`src/hdl/ssh_pkg.sv`:
```
// search sorter device port: shared constants and carrier types
// assumes a single 200 MHz clock and pins synchronised inside the top
`default_nettype none
package ssh_pkg;
  // clock rate in MHz; nothing in the project turns times into cycle counts with it
  localparam int unsigned SSH_CLK_MHZ = 200;
  // host timeout length in clocks; short accesses must finish below it
  localparam int unsigned SSH_ACCESS_LIMIT = 16;
  // last busy count of a short access; completion stays high at least one cycle longer, well under the limit
  localparam logic [3:0] SSH_SHORT_BUSY = 4'h4;
  localparam logic [3:0] SSH_CNT_ZERO = 4'h0;
  localparam logic [3:0] SSH_CNT_ONE = 4'h1;
  // command codes, values arbitrary
  localparam logic [7:0] SSH_RESET_CMD = 8'h01;
  localparam logic [7:0] SSH_FIND_CMD = 8'h20;
  localparam logic [7:0] SSH_SET_LAST_POINTER_CMD = 8'h21;
  localparam logic [7:0] SSH_ONLINE_SORT_CMD = 8'h22;
  localparam logic [7:0] SSH_OFFLINE_SORT_CMD = 8'h23;
  localparam logic [7:0] SSH_BYTE_ZERO = 8'h00;
  // buffer depth
  localparam int unsigned SSH_BUF_DEPTH = 2;

  // one received byte with its command/data tag
  typedef struct packed {
    logic is_cmd;
    logic [7:0] value;
  } ssh_byte_type;

  localparam ssh_byte_type SSH_BYTE_RESET = '{is_cmd: 1'b0, value: 8'h00};

  // completion line phases
  typedef enum logic [1:0] {
    SSH_DONE_IDLE,
    SSH_DONE_RELEASE,
    SSH_DONE_BUSY,
    SSH_DONE_LONG
  } ssh_done_state_type;
endpackage
`default_nettype wire

```
`src/hdl/ssh_byte_buffer.sv`:
```
// two-entry buffer for received bytes, valid/ready on both sides
// assumes both sides run on mclk_in; full stalls the writer
`default_nettype none
module ssh_byte_buffer
  import ssh_pkg::*;
(
  // clock and reset
  input wire logic mclk_in,
  input wire logic resetn_in,
  input wire logic clear_in,
  // filling side
  input wire logic in_valid_in,
  input wire ssh_byte_type in_data_in,
  output logic in_ready_out,
  // draining side
  output logic out_valid_out,
  output ssh_byte_type out_data_out,
  input wire logic out_ready_in
);
  ssh_byte_type store_r [SSH_BUF_DEPTH];
  logic wr_ptr_r;
  logic rd_ptr_r;
  logic [1:0] count_r;
  logic push;
  logic pop;

  // honest full and empty from the count
  assign in_ready_out = (count_r != 2'h2);
  assign out_valid_out = (count_r != 2'h0);
  assign out_data_out = store_r[rd_ptr_r];
  assign push = in_valid_in & in_ready_out;
  assign pop = out_valid_out & out_ready_in;

  // storage write, no reset needed on data
  always_ff @(posedge mclk_in) begin
    if (push) begin
      store_r[wr_ptr_r] <= in_data_in;
    end
  end

  // pointers and occupancy
  always_ff @(posedge mclk_in or negedge resetn_in) begin
    if (!resetn_in) begin
      wr_ptr_r <= 1'b0;
      rd_ptr_r <= 1'b0;
      count_r <= 2'h0;
    end else if (clear_in) begin
      wr_ptr_r <= 1'b0;
      rd_ptr_r <= 1'b0;
      count_r <= 2'h0;
    end else begin
      if (push) begin
        wr_ptr_r <= ~wr_ptr_r;
      end
      if (pop) begin
        rd_ptr_r <= ~rd_ptr_r;
      end
      count_r <= count_r + {1'b0, push} - {1'b0, pop};
    end
  end
endmodule
`default_nettype wire

```
`src/hdl/ssh_device.sv`:
```
// search sorter device: host-facing pin logic of one device in a bank
// assumes all pins are asynchronous to mclk_in and are synchronised here
`default_nettype none
//
// Contract
// - sample bus while writing, keep last
// - transfer direction low while reading
// - transmitting device drives own direction low
// - exception output low on fault; lowered only outside SSH_DONE_IDLE or with rx_valid_out high
// - separate completion and global buffer directions
// - chain end inputs pulled high for enumeration
// - reset on power-up, command or pin
// - short accesses finish under sixteen clocks
// - completion tristated, then driven high busy
module ssh_device
  import ssh_pkg::*;
(
  // clock and power-up reset
  input wire logic mclk_in,
  input wire logic resetn_in,
  // host strobes and selects (pins)
  input wire logic chip_select_n_in,
  input wire logic write_strobe_n_in,
  input wire logic read_strobe_n_in,
  input wire logic cmd_data_sel_in,
  input wire logic reset_pin_n_in,
  // shared data bus (pins)
  input wire logic [7:0] data_in,
  output logic [7:0] data_out,
  output logic data_oe_out,
  // completion line, driven high or low, released to a pull-up (pins)
  input wire logic completion_in,
  output logic completion_out,
  output logic completion_oe_out,
  // global inter-chip line (pins)
  input wire logic global_in,
  output logic global_out,
  output logic global_oe_out,
  // bank buffer control (pins)
  output logic transfer_dir_out,
  output logic completion_buffer_dir_out,
  output logic global_buffer_dir_out,
  output logic exception_n_out,
  // daisy chain (pins)
  input wire logic chain_in_upward,
  input wire logic chain_in_downward,
  output logic chain_out_upward,
  output logic chain_out_downward,
  // user side: received bytes
  output logic rx_valid_out,
  output ssh_byte_type rx_data_out,
  input wire logic rx_ready_in,
  // user side: read data and core events
  input wire logic [7:0] read_data_in,
  input wire logic long_done_in,
  input wire logic exception_in,
  input wire logic exception_clear_in,
  input wire logic offline_tx_in,
  input wire logic global_drive_in,
  // user side: status
  output logic first_device_out,
  output logic last_device_out,
  output logic global_level_out,
  output logic completion_level_out
);
  // two-flop synchronisers for every pin input
  logic [14:0] sync1_r;
  logic [14:0] sync2_r;
  logic cs_n_s;
  logic wr_n_s;
  logic rd_n_s;
  logic cd_s;
  logic rst_pin_n_s;
  logic up_s;
  logic down_s;
  logic glob_s;
  logic comp_s;
  logic [7:0] data_s;
  logic [14:0] pins;

  assign pins = {data_in, completion_in, global_in, chain_in_downward, chain_in_upward,
                 reset_pin_n_in, cmd_data_sel_in, read_strobe_n_in & write_strobe_n_in};
  // first stage read only by second stage
  always_ff @(posedge mclk_in or negedge resetn_in) begin
    if (!resetn_in) begin
      sync1_r <= 15'h7fff;
      sync2_r <= 15'h7fff;
    end else begin
      sync1_r <= pins;
      sync2_r <= sync1_r;
    end
  end

  // strobe pins synchronised separately so they stay distinct
  logic [2:0] strb1_r;
  logic [2:0] strb2_r;
  always_ff @(posedge mclk_in or negedge resetn_in) begin
    if (!resetn_in) begin
      strb1_r <= 3'h7;
      strb2_r <= 3'h7;
    end else begin
      strb1_r <= {chip_select_n_in, write_strobe_n_in, read_strobe_n_in};
      strb2_r <= strb1_r;
    end
  end

  assign cs_n_s = strb2_r[2];
  assign wr_n_s = strb2_r[1];
  assign rd_n_s = strb2_r[0];
  assign cd_s = sync2_r[1];
  assign rst_pin_n_s = sync2_r[2];
  assign up_s = sync2_r[3];
  assign down_s = sync2_r[4];
  assign glob_s = sync2_r[5];
  assign comp_s = sync2_r[6];
  assign data_s = sync2_r[14:7];

  // qualified accesses
  logic wr_act;
  logic rd_act;
  logic acc_act_d_r;
  logic wr_act_d_r;
  logic soft_rst_r;
  logic int_rst;

  assign wr_act = ~wr_n_s & ~cs_n_s;
  assign rd_act = ~rd_n_s & ~cs_n_s;
  // internal reset
  // pin or reset command clears pending, buffer, completion and exception state and reloads the chain ends
  assign int_rst = soft_rst_r | ~rst_pin_n_s;

  // access edge history
  always_ff @(posedge mclk_in or negedge resetn_in) begin
    if (!resetn_in) begin
      acc_act_d_r <= 1'b0;
      wr_act_d_r <= 1'b0;
    end else begin
      acc_act_d_r <= wr_act | rd_act;
      wr_act_d_r <= wr_act;
    end
  end

  // write sampling
  ssh_byte_type sample_r;
  ssh_byte_type pend_r;
  logic pend_valid_r;
  logic buf_in_ready;
  logic wr_end;
  logic is_reset_cmd;
  logic is_long_cmd;

  assign wr_end = wr_act_d_r & ~wr_act;
  assign is_reset_cmd = sample_r.is_cmd & (sample_r.value == SSH_RESET_CMD);
  assign is_long_cmd = pend_r.is_cmd & ((pend_r.value == SSH_FIND_CMD) |
                       (pend_r.value == SSH_SET_LAST_POINTER_CMD) |
                       (pend_r.value == SSH_ONLINE_SORT_CMD) |
                       (pend_r.value == SSH_OFFLINE_SORT_CMD));

  // last sample kept
  // every active cycle overwrites, so the value before release wins
  always_ff @(posedge mclk_in or negedge resetn_in) begin
    if (!resetn_in) begin
      sample_r <= SSH_BYTE_RESET;
    end else if (wr_act) begin
      sample_r <= '{is_cmd: cd_s, value: data_s};
    end
  end

  // completed write waits here until the buffer takes it
  always_ff @(posedge mclk_in or negedge resetn_in) begin
    if (!resetn_in) begin
      pend_r <= SSH_BYTE_RESET;
      pend_valid_r <= 1'b0;
      soft_rst_r <= 1'b0;
    end else if (int_rst) begin
      pend_valid_r <= 1'b0;
      soft_rst_r <= 1'b0;
    end else begin
      soft_rst_r <= wr_end & is_reset_cmd;
      if (wr_end & ~is_reset_cmd) begin
        pend_r <= sample_r;
        pend_valid_r <= 1'b1;
      end else if (buf_in_ready) begin
        pend_valid_r <= 1'b0;
      end
    end
  end

  // received bytes toward the core; a stall holds completion busy
  ssh_byte_buffer u_rx_buf (
    .mclk_in(mclk_in),
    .resetn_in(resetn_in),
    .clear_in(int_rst),
    .in_valid_in(pend_valid_r),
    .in_data_in(pend_r),
    .in_ready_out(buf_in_ready),
    .out_valid_out(rx_valid_out),
    .out_data_out(rx_data_out),
    .out_ready_in(rx_ready_in)
  );

  // completion line sequencing
  ssh_done_state_type done_state_r;
  logic [3:0] busy_cnt_r;
  logic long_r;
  logic acc_start;

  assign acc_start = (wr_act | rd_act) & ~acc_act_d_r;

  // release then busy
  // one cycle tristated, then driven high while the access runs
  always_ff @(posedge mclk_in or negedge resetn_in) begin
    if (!resetn_in) begin
      done_state_r <= SSH_DONE_IDLE;
      busy_cnt_r <= SSH_CNT_ZERO;
      long_r <= 1'b0;
    end else if (int_rst) begin
      done_state_r <= SSH_DONE_IDLE;
      busy_cnt_r <= SSH_CNT_ZERO;
      long_r <= 1'b0;
    end else begin
      if (pend_valid_r & buf_in_ready & is_long_cmd) begin
        long_r <= 1'b1;
      end
      case (done_state_r)
        SSH_DONE_IDLE: begin
          if (acc_start) begin
            done_state_r <= SSH_DONE_RELEASE;
          end
        end
        SSH_DONE_RELEASE: begin
          done_state_r <= SSH_DONE_BUSY;
          busy_cnt_r <= SSH_CNT_ZERO;
        end
        // short access bound
        // fixed short count, kept well under the host limit
        SSH_DONE_BUSY: begin
          if (busy_cnt_r != SSH_SHORT_BUSY) begin
            busy_cnt_r <= busy_cnt_r + SSH_CNT_ONE;
          end else if (~wr_act & ~rd_act & ~pend_valid_r & ~wr_end) begin
            done_state_r <= long_r ? SSH_DONE_LONG : SSH_DONE_IDLE;
          end
        end
        SSH_DONE_LONG: begin
          if (long_done_in) begin
            done_state_r <= SSH_DONE_IDLE;
            long_r <= 1'b0;
          end
        end
        default: done_state_r <= SSH_DONE_IDLE;
      endcase
    end
  end

  // pin drivers, all from flops
  always_ff @(posedge mclk_in or negedge resetn_in) begin
    if (!resetn_in) begin
      completion_out <= 1'b0;
      completion_oe_out <= 1'b1;
      completion_buffer_dir_out <= 1'b1;
    end else begin
      completion_out <= (done_state_r == SSH_DONE_BUSY) | (done_state_r == SSH_DONE_LONG);
      completion_oe_out <= (done_state_r != SSH_DONE_RELEASE);
      completion_buffer_dir_out <= (done_state_r != SSH_DONE_RELEASE);
    end
  end

  // read data driven while the read is qualified
  always_ff @(posedge mclk_in or negedge resetn_in) begin
    if (!resetn_in) begin
      data_out <= SSH_BYTE_ZERO;
      data_oe_out <= 1'b0;
      transfer_dir_out <= 1'b1;
    end else begin
      if (rd_act & ~acc_act_d_r) begin
        data_out <= read_data_in;
      end
      data_oe_out <= rd_act;
      transfer_dir_out <= ~(rd_act | offline_tx_in);
    end
  end

  // global line and its buffer direction
  always_ff @(posedge mclk_in or negedge resetn_in) begin
    if (!resetn_in) begin
      global_out <= 1'b0;
      global_oe_out <= 1'b0;
      global_buffer_dir_out <= 1'b0;
      global_level_out <= 1'b1;
      completion_level_out <= 1'b1;
    end else begin
      global_out <= 1'b0;
      global_oe_out <= global_drive_in;
      global_buffer_dir_out <= global_drive_in;
      global_level_out <= glob_s;
      completion_level_out <= comp_s;
    end
  end

  // exception flag
  // a raise, taken only outside SSH_DONE_IDLE or with rx_valid_out high, wins over a clear in the same cycle
  always_ff @(posedge mclk_in or negedge resetn_in) begin
    if (!resetn_in) begin
      exception_n_out <= 1'b1;
    end else if (exception_in & (done_state_r != SSH_DONE_IDLE | rx_valid_out)) begin
      exception_n_out <= 1'b0;
    end else if (exception_clear_in | int_rst) begin
      exception_n_out <= 1'b1;
    end
  end

  // chain enumeration
  // ends are found from the pulled-high inputs, token passed along
  always_ff @(posedge mclk_in or negedge resetn_in) begin
    if (!resetn_in) begin
      chain_out_upward <= 1'b0;
      chain_out_downward <= 1'b0;
      first_device_out <= 1'b0;
      last_device_out <= 1'b0;
    end else begin
      chain_out_downward <= up_s;
      chain_out_upward <= down_s;
      if (int_rst | ~first_device_out) begin
        first_device_out <= up_s;
      end
      if (int_rst | ~last_device_out) begin
        last_device_out <= down_s;
      end
    end
  end
endmodule
`default_nettype wire

```
`config.mk`:
```
export PLATFORM = sky130hd
export DESIGN_NAME = ssh_device
export DESIGN_NICKNAME = d
export VERILOG_FILES = /design/src/hdl/ssh_pkg.sv /design/src/hdl/ssh_byte_buffer.sv /design/src/hdl/ssh_device.sv
export SDC_FILE = /design/constraint.sdc
export NUM_CORES = 1
export LEC_CHECK = 0
export BUFFER_PORTS_ARGS = -buffer_cell sky130_fd_sc_hd__buf_4
export CORE_UTILIZATION = 28
export CTS_BUF_LIST = sky130_fd_sc_hd__clkbuf_16
export CTS_CLUSTER_SIZE = 14
export DETAILED_ROUTE_END_ITERATION = 6
export MAX_ROUTING_LAYER = met4
export SLEW_MARGIN = 40
export SYNTH_ARGS = -nofsm -noshare
export SYNTH_HDL_FRONTEND = slang
export SYNTH_SLANG_ARGS = --single-unit
```
`constraint.sdc`:
```
create_clock -name mclk_in -period 2.3 [get_ports mclk_in]
set_input_delay 0.115 -clock mclk_in [delete_from_list [all_inputs] [get_ports mclk_in]]
set_output_delay 0.115 -clock mclk_in [all_outputs]
set_load 0.1 [all_outputs]
```
# After elaboration in Yosys (flattened, before gate mapping)
# Memory sizes are Yosys's and may differ from the RTL's.
# Index checks and enable logic that the tools add are counted.
# word_totals
mem_count	1
reg_bits	89
elab_cells	133
ramBits	18
output_inout_bits	33
in_bits	33
# memory_table
name	words	width	rd	rd_ports_with_merged_regs	write_ports	line_no	source
u_rx_buf.store_r	2	9	1	0	1	ssh_byte_buffer.sv:20	ssh_byte_type store_r [SSH_BUF_DEPTH];
# classes
muxes	27
addsub	3
eq_ne	16
reduce_logical	11
n_bitwise	44
# op_table
cell	count
8-bit by 6-bit equality test with 1-bit output, second input constant	4
1-bit AND	17
1-bit two-way mux	16
1-bit NOT	16
3-bit != test, second input constant	5
2-bit two-way mux	7
1-bit bitwise OR	11
2-bit nonzero test	5
8-bit by 1-bit equality test with 1-bit output, second input constant	1
4-bit two-way mux	2
2-bit one-hot mux with 4 select lines	1
4-bit one-hot mux with 2 select lines	1
3-bit nonzero test	2
4-bit by 1-bit adder with 4-bit output, second input constant	1
2-bit equality test, second input constant	2
4-bit by 3-bit != test with 1-bit output, second input constant	1
2-bit AND reduction	2
4-bit AND reduction	1
2-bit by 1-bit adder with 2-bit output	1
2-bit by 1-bit equality test with 1-bit output, second input constant	1
2-bit logical NOT	1
2-bit by 1-bit != test with 1-bit output, second input constant	1
2-bit != test, second input constant	1
2-bit by 1-bit subtractor with 2-bit output	1

# Longest topological paths before layout
# depth
word_depth	10
depth_mapped	8
depth_no_buf	8

# Hierarchy
# From an unflattened synthesis, not the netlist that was laid out.
# unflattened
cells_unflattened	229
hier_area_um2	3793.6
# modules_own_cells
mod	cells_each	seq_area_each_um2	n_inst	area_each_um2
ssh_device	178	2125.8	1	2894.0
ssh_byte_buffer	51	640.6	1	899.6

# Least setup slack after synthesis
# OpenSTA, ideal clock, no wires.
# synth_timing
path_type	register to register
startpoint	reg u_rx_buf.count_r[1]
endpoint	reg u_rx_buf.count_r[1]
required_time_ps	2178
setup_ps	122
period_less_slack_ps	2126
path_stages_with_launch	9
path_slack_ps	174
t_arrival_ps	2004
path_buffers	0
path_cell_list	dfrtp_1 -> or2_2 -> and2_1 -> ha_1 -> inv_1 -> ha_1 -> xor2_1 -> xnor2_1 -> nor2_1
# synth_via
elab_cells_between_ends	7
classes_between	add/sub (2); eq/ne (1); mux (1); bitwise (2); reduce/logical (1)
# synth_lines
element	line_no	source
from (decl)	ssh_byte_buffer.sv:23	logic [1:0] count_r;
from (signal assigned)	ssh_byte_buffer.sv:58	count_r <= count_r + {1'b0, push} - {1'b0, pop};
2-bit nonzero test	ssh_byte_buffer.sv:29	assign out_valid_out = (count_r != 2'h0);
net rx_valid_out	ssh_device.sv:50	output logic rx_valid_out,
1-bit AND	ssh_byte_buffer.sv:32	assign pop = out_valid_out & out_ready_in;
2-bit by 1-bit subtractor with 2-bit output	ssh_byte_buffer.sv:58	
2-bit two-way mux	ssh_byte_buffer.sv:47	end else if (clear_in) begin
# The timed path passes the listed nets, and every way through them passes these cells.
# A chain may end at the register's enable or synchronous reset.

# Worst setup path after layout
# layout_timing
startpoint	reg u_rx_buf.count_r[1]
endpoint	reg u_rx_buf.count_r[1]
# layout_via
elab_chain_len	5
elab_cells_between_ends	7
classes_between	add/sub (2); eq/ne (1); mux (1); bitwise (2); reduce/logical (1)
# layout_rtl
element	line_no	source
2-bit != test	ssh_byte_buffer.sv:28	assign in_ready_out = (count_r != 2'h2);
1-bit AND	ssh_byte_buffer.sv:31	assign push = in_valid_in & in_ready_out;
2-bit by 1-bit adder with 2-bit output	ssh_byte_buffer.sv:58	
2-bit by 1-bit subtractor with 2-bit output (*)	ssh_byte_buffer.sv:58	
2-bit two-way mux (*)	ssh_byte_buffer.sv:47	
# Every way passes the cells marked *; elsewhere a longest branch is shown, timed or not.

==> impl_metrics.toml <==
[run_status]
outcome = "finished, final reports clean"

[timing]
min_period_over_period_pct = 83.4
hold_slack_ns = 0.0185
tns_ns = 0
max_freq_ghz = 0.521
fin_crit_ns = 1.92
slew_viol_final = 0
fin_ws_ns = 0.382
finalSetupViolCount = 0
rsz0062_at_grt = "false"
slew_headroom_pct = 54.2
hold_viol_final = 0
fin_skew_ns = 0.00724
tightest_slew_ns = 0.684

[grt]
grt_pass1_wl_um = 10600
grt_usage_pct = 10.1
antenna_found_initial = 0
grt_overflow = 0
grt_max_degree = 47
grt_pass1_vias = 2193

[yosys]
synth-seq-cells = 105
ys_warn_count = 0
synth_edf_count = 18
async_reset_ff_share_pct = 82.9
syn_area_um2 = 3750
ys_seq_area_share_pct = 73.7
ys.flop_type = "dfrtp_1"
synth_nets = 261
netlist_instances = 224
syn_avg_cell_area_um2 = 16.7
synth_cell_types = 45

[worst_setup_path]
r2r-start = "u_rx_buf.count_r[1]"
critPathLaunch = "u_rx_buf.count_r[1]"
cp.arrival_ns = 2.13
cp_max_fo = 4
crit_path_end_kind = "register"
crit_type = "reg2reg"
start_kind = "register"
crit_required_ns = 2.51

[floorplan]
rows = 41
die_w_um = 118
initial_utilization_pct = 29.2
die_y_um = 118
io_pins = 66
coreArea_um2 = 12800
dieArea_um2 = 13900

[routing]
wire_per_inst_um = 12.5
drtPass1Iterations = 4
drc = 0
totalWireLength_um = 6250
detail_route.vias_per_cell = 4.00
dr.first_iter.drc_count = 26
ant_nets = 0
via_count = 1995

[clock_tree]
cts_setup_buffers = 0
cts_sinks = 105
cts.htree.levels = 3
ctsResizeCount = 0
cts_buffers = 9
cts_tree = "yes"
clockBufferDepth = 2
root_buffer = "clkbuf_16"
clk_pin_slew_ns = 0.07
insertion_delay_ns = 0.34
cts_hold_buf = 27

[final_layout]
finalNonFillerCells = 499
drive_gt1_share_pct = 49.2
syn_to_final_growth_pct = 32.4
antenna_cells = 0
regArea_um2 = 2770
final_common_cell = "buf_4"
multi_input_comb_area_um2 = 916
nFillCells = 1246
final_nets = 359
mostFrequentLayoutCells = "65 x buf_4, 48 x dfrtp_1, 39 x dfstp_2"

[placement]
place_congestion = 0.673
portBuffers = 64
place_ws_ns = 0.378
dp_cells = 455
dp_hpwl_um = 4130

[job]
maxCapViolCount = 0

[power_and_ir_drop]
total_power_w = 0.00513
vdd_drop_max_mv = 0.338
leakagePower_nw = 2.12
pwr_density_cell_nw_per_um2 = 1030

[hold_path]
min-delay-start = "read_data_in[6]"
min_path_type = "in2reg"
==> final timing paths <==
check | end | slack (ns) | cells after the start
worst max-delay path | u_rx_buf.count_r[1] | 0.38 | 8
worst min-delay path | data_out[6] | 0.02 | 2
worst max register to register | u_rx_buf.count_r[1] | 0.38 | 8
worst min register to register | sync2_r[2] | 0.35 | 0
max in group asynchronous | sync1_r[10] | 1.27 | 3
min in group asynchronous | global_buffer_dir_out | 0.34 | 2
==> sequential cells by signal, indices dropped and copies added (netlist names), 2 cells and up <==
register          count
pend_r                9
strb2_r               3
sync1_r              14
sample_r              9
strb1_r               3
sync2_r              14
data_out              8
done_state_r          2
u_rx_buf.store_r     18
u_rx_buf.count_r      2
busy_cnt_r            4
==> kinds of logic (layout without fill, tap and decap cells) <==
logic type                 count (synthesis)  in the layout  share of synthesized area [%]
muxes                                     36             36                           11.7
buffers and inverters                     13            116                           1.83
and+or+nand+nor                           42             42                           6.47
xor gates and xnor gates                   6              6                           1.40
AOI/OAI and AO/OA                         17             17                           3.44
DFF                                      105            105                           73.7
adders and majority gates                  4              4                           1.33
other                                      1              1                          0.100
==> cells in the mapped netlist (2+ instances only) <==
cell type,instances,area [um2]
dfrtp_1,48,1200
dfstp_2,39,1020
mux2_2,26,293
edfxtp_1,18,541
mux2_4,9,135
nor2_1,9,33.8
inv_1,6,22.5
nand3_1,5,25.0
ha_1,4,50.1
nand2_1,4,15.0
a21oi_1,3,15.0
and2_1,3,18.8
buf_4,3,22.5
nor2b_1,3,18.8
xnor2_1,3,26.3
xor2_1,3,26.3
a21o_1,2,15.0
a311oi_1,2,17.5
and3_1,2,12.5
clkbuf_1,2,7.51
nand2b_1,2,12.5
nor2_2,2,12.5
nor3_1,2,10.0
nor3b_1,2,15.0
o21ai_0,2,10.0
==> worst max-delay path, cell delays in order, from the launching register on <==
cell and delay (ns):
dfrtp_1 0.41, or2_2 0.30, and2_1 0.19, ha_1 0.27, inv_1 0.04, ha_1 0.19
xor2_1 0.18, xnor2_1 0.14, nor2_1 0.06
==> routing by layer <==
layer | wire length [um] | vias to the layer above | GRT usage (%)
met4 | 125 | 0 | 5.93
met1 | 2820 | 972 | 12.3
met3 | 207 | 9 | 2.57
li1 | - | 973 | -
met5 | 0 | - | -
met2 | 3090 | 41 | 15.1
==> through the flow <==
| stage | area, um2 | utilization, % |
|---|---|---|
| floorplan | 3750 | - |
| global placement | 4430 | 34.5 |
| detailed placement | 4430 | 34.5 |
| CTS | 4950 | 38.6 |
| global route | 4960 | 38.7 |
| finish | 4960 | 38.7 |
==> final cells by class <==
cell class                      count  share of cell area, %
Clock inverter                      7                  0.630
Tap cell                          172                   4.33
Sequential cell                   105                   55.7
Timing Repair Buffer               94                   15.9
Inverter                            6                  0.454
Multi-Input combinational cell    106                   18.4
Clock buffer                        9                   4.54
==> power by group <==
group | internal, W | leakage, nW | total (W) | switching (W)
Clock | 0.000714 | 0.139 | 0.00132 | 0.000610
Sequential | 0.00215 | 1.17 | 0.00231 | 0.000157
Combinational | 0.000456 | 0.813 | 0.00150 | 0.00104
No activity file was read; power rests on OpenSTA's default activity.
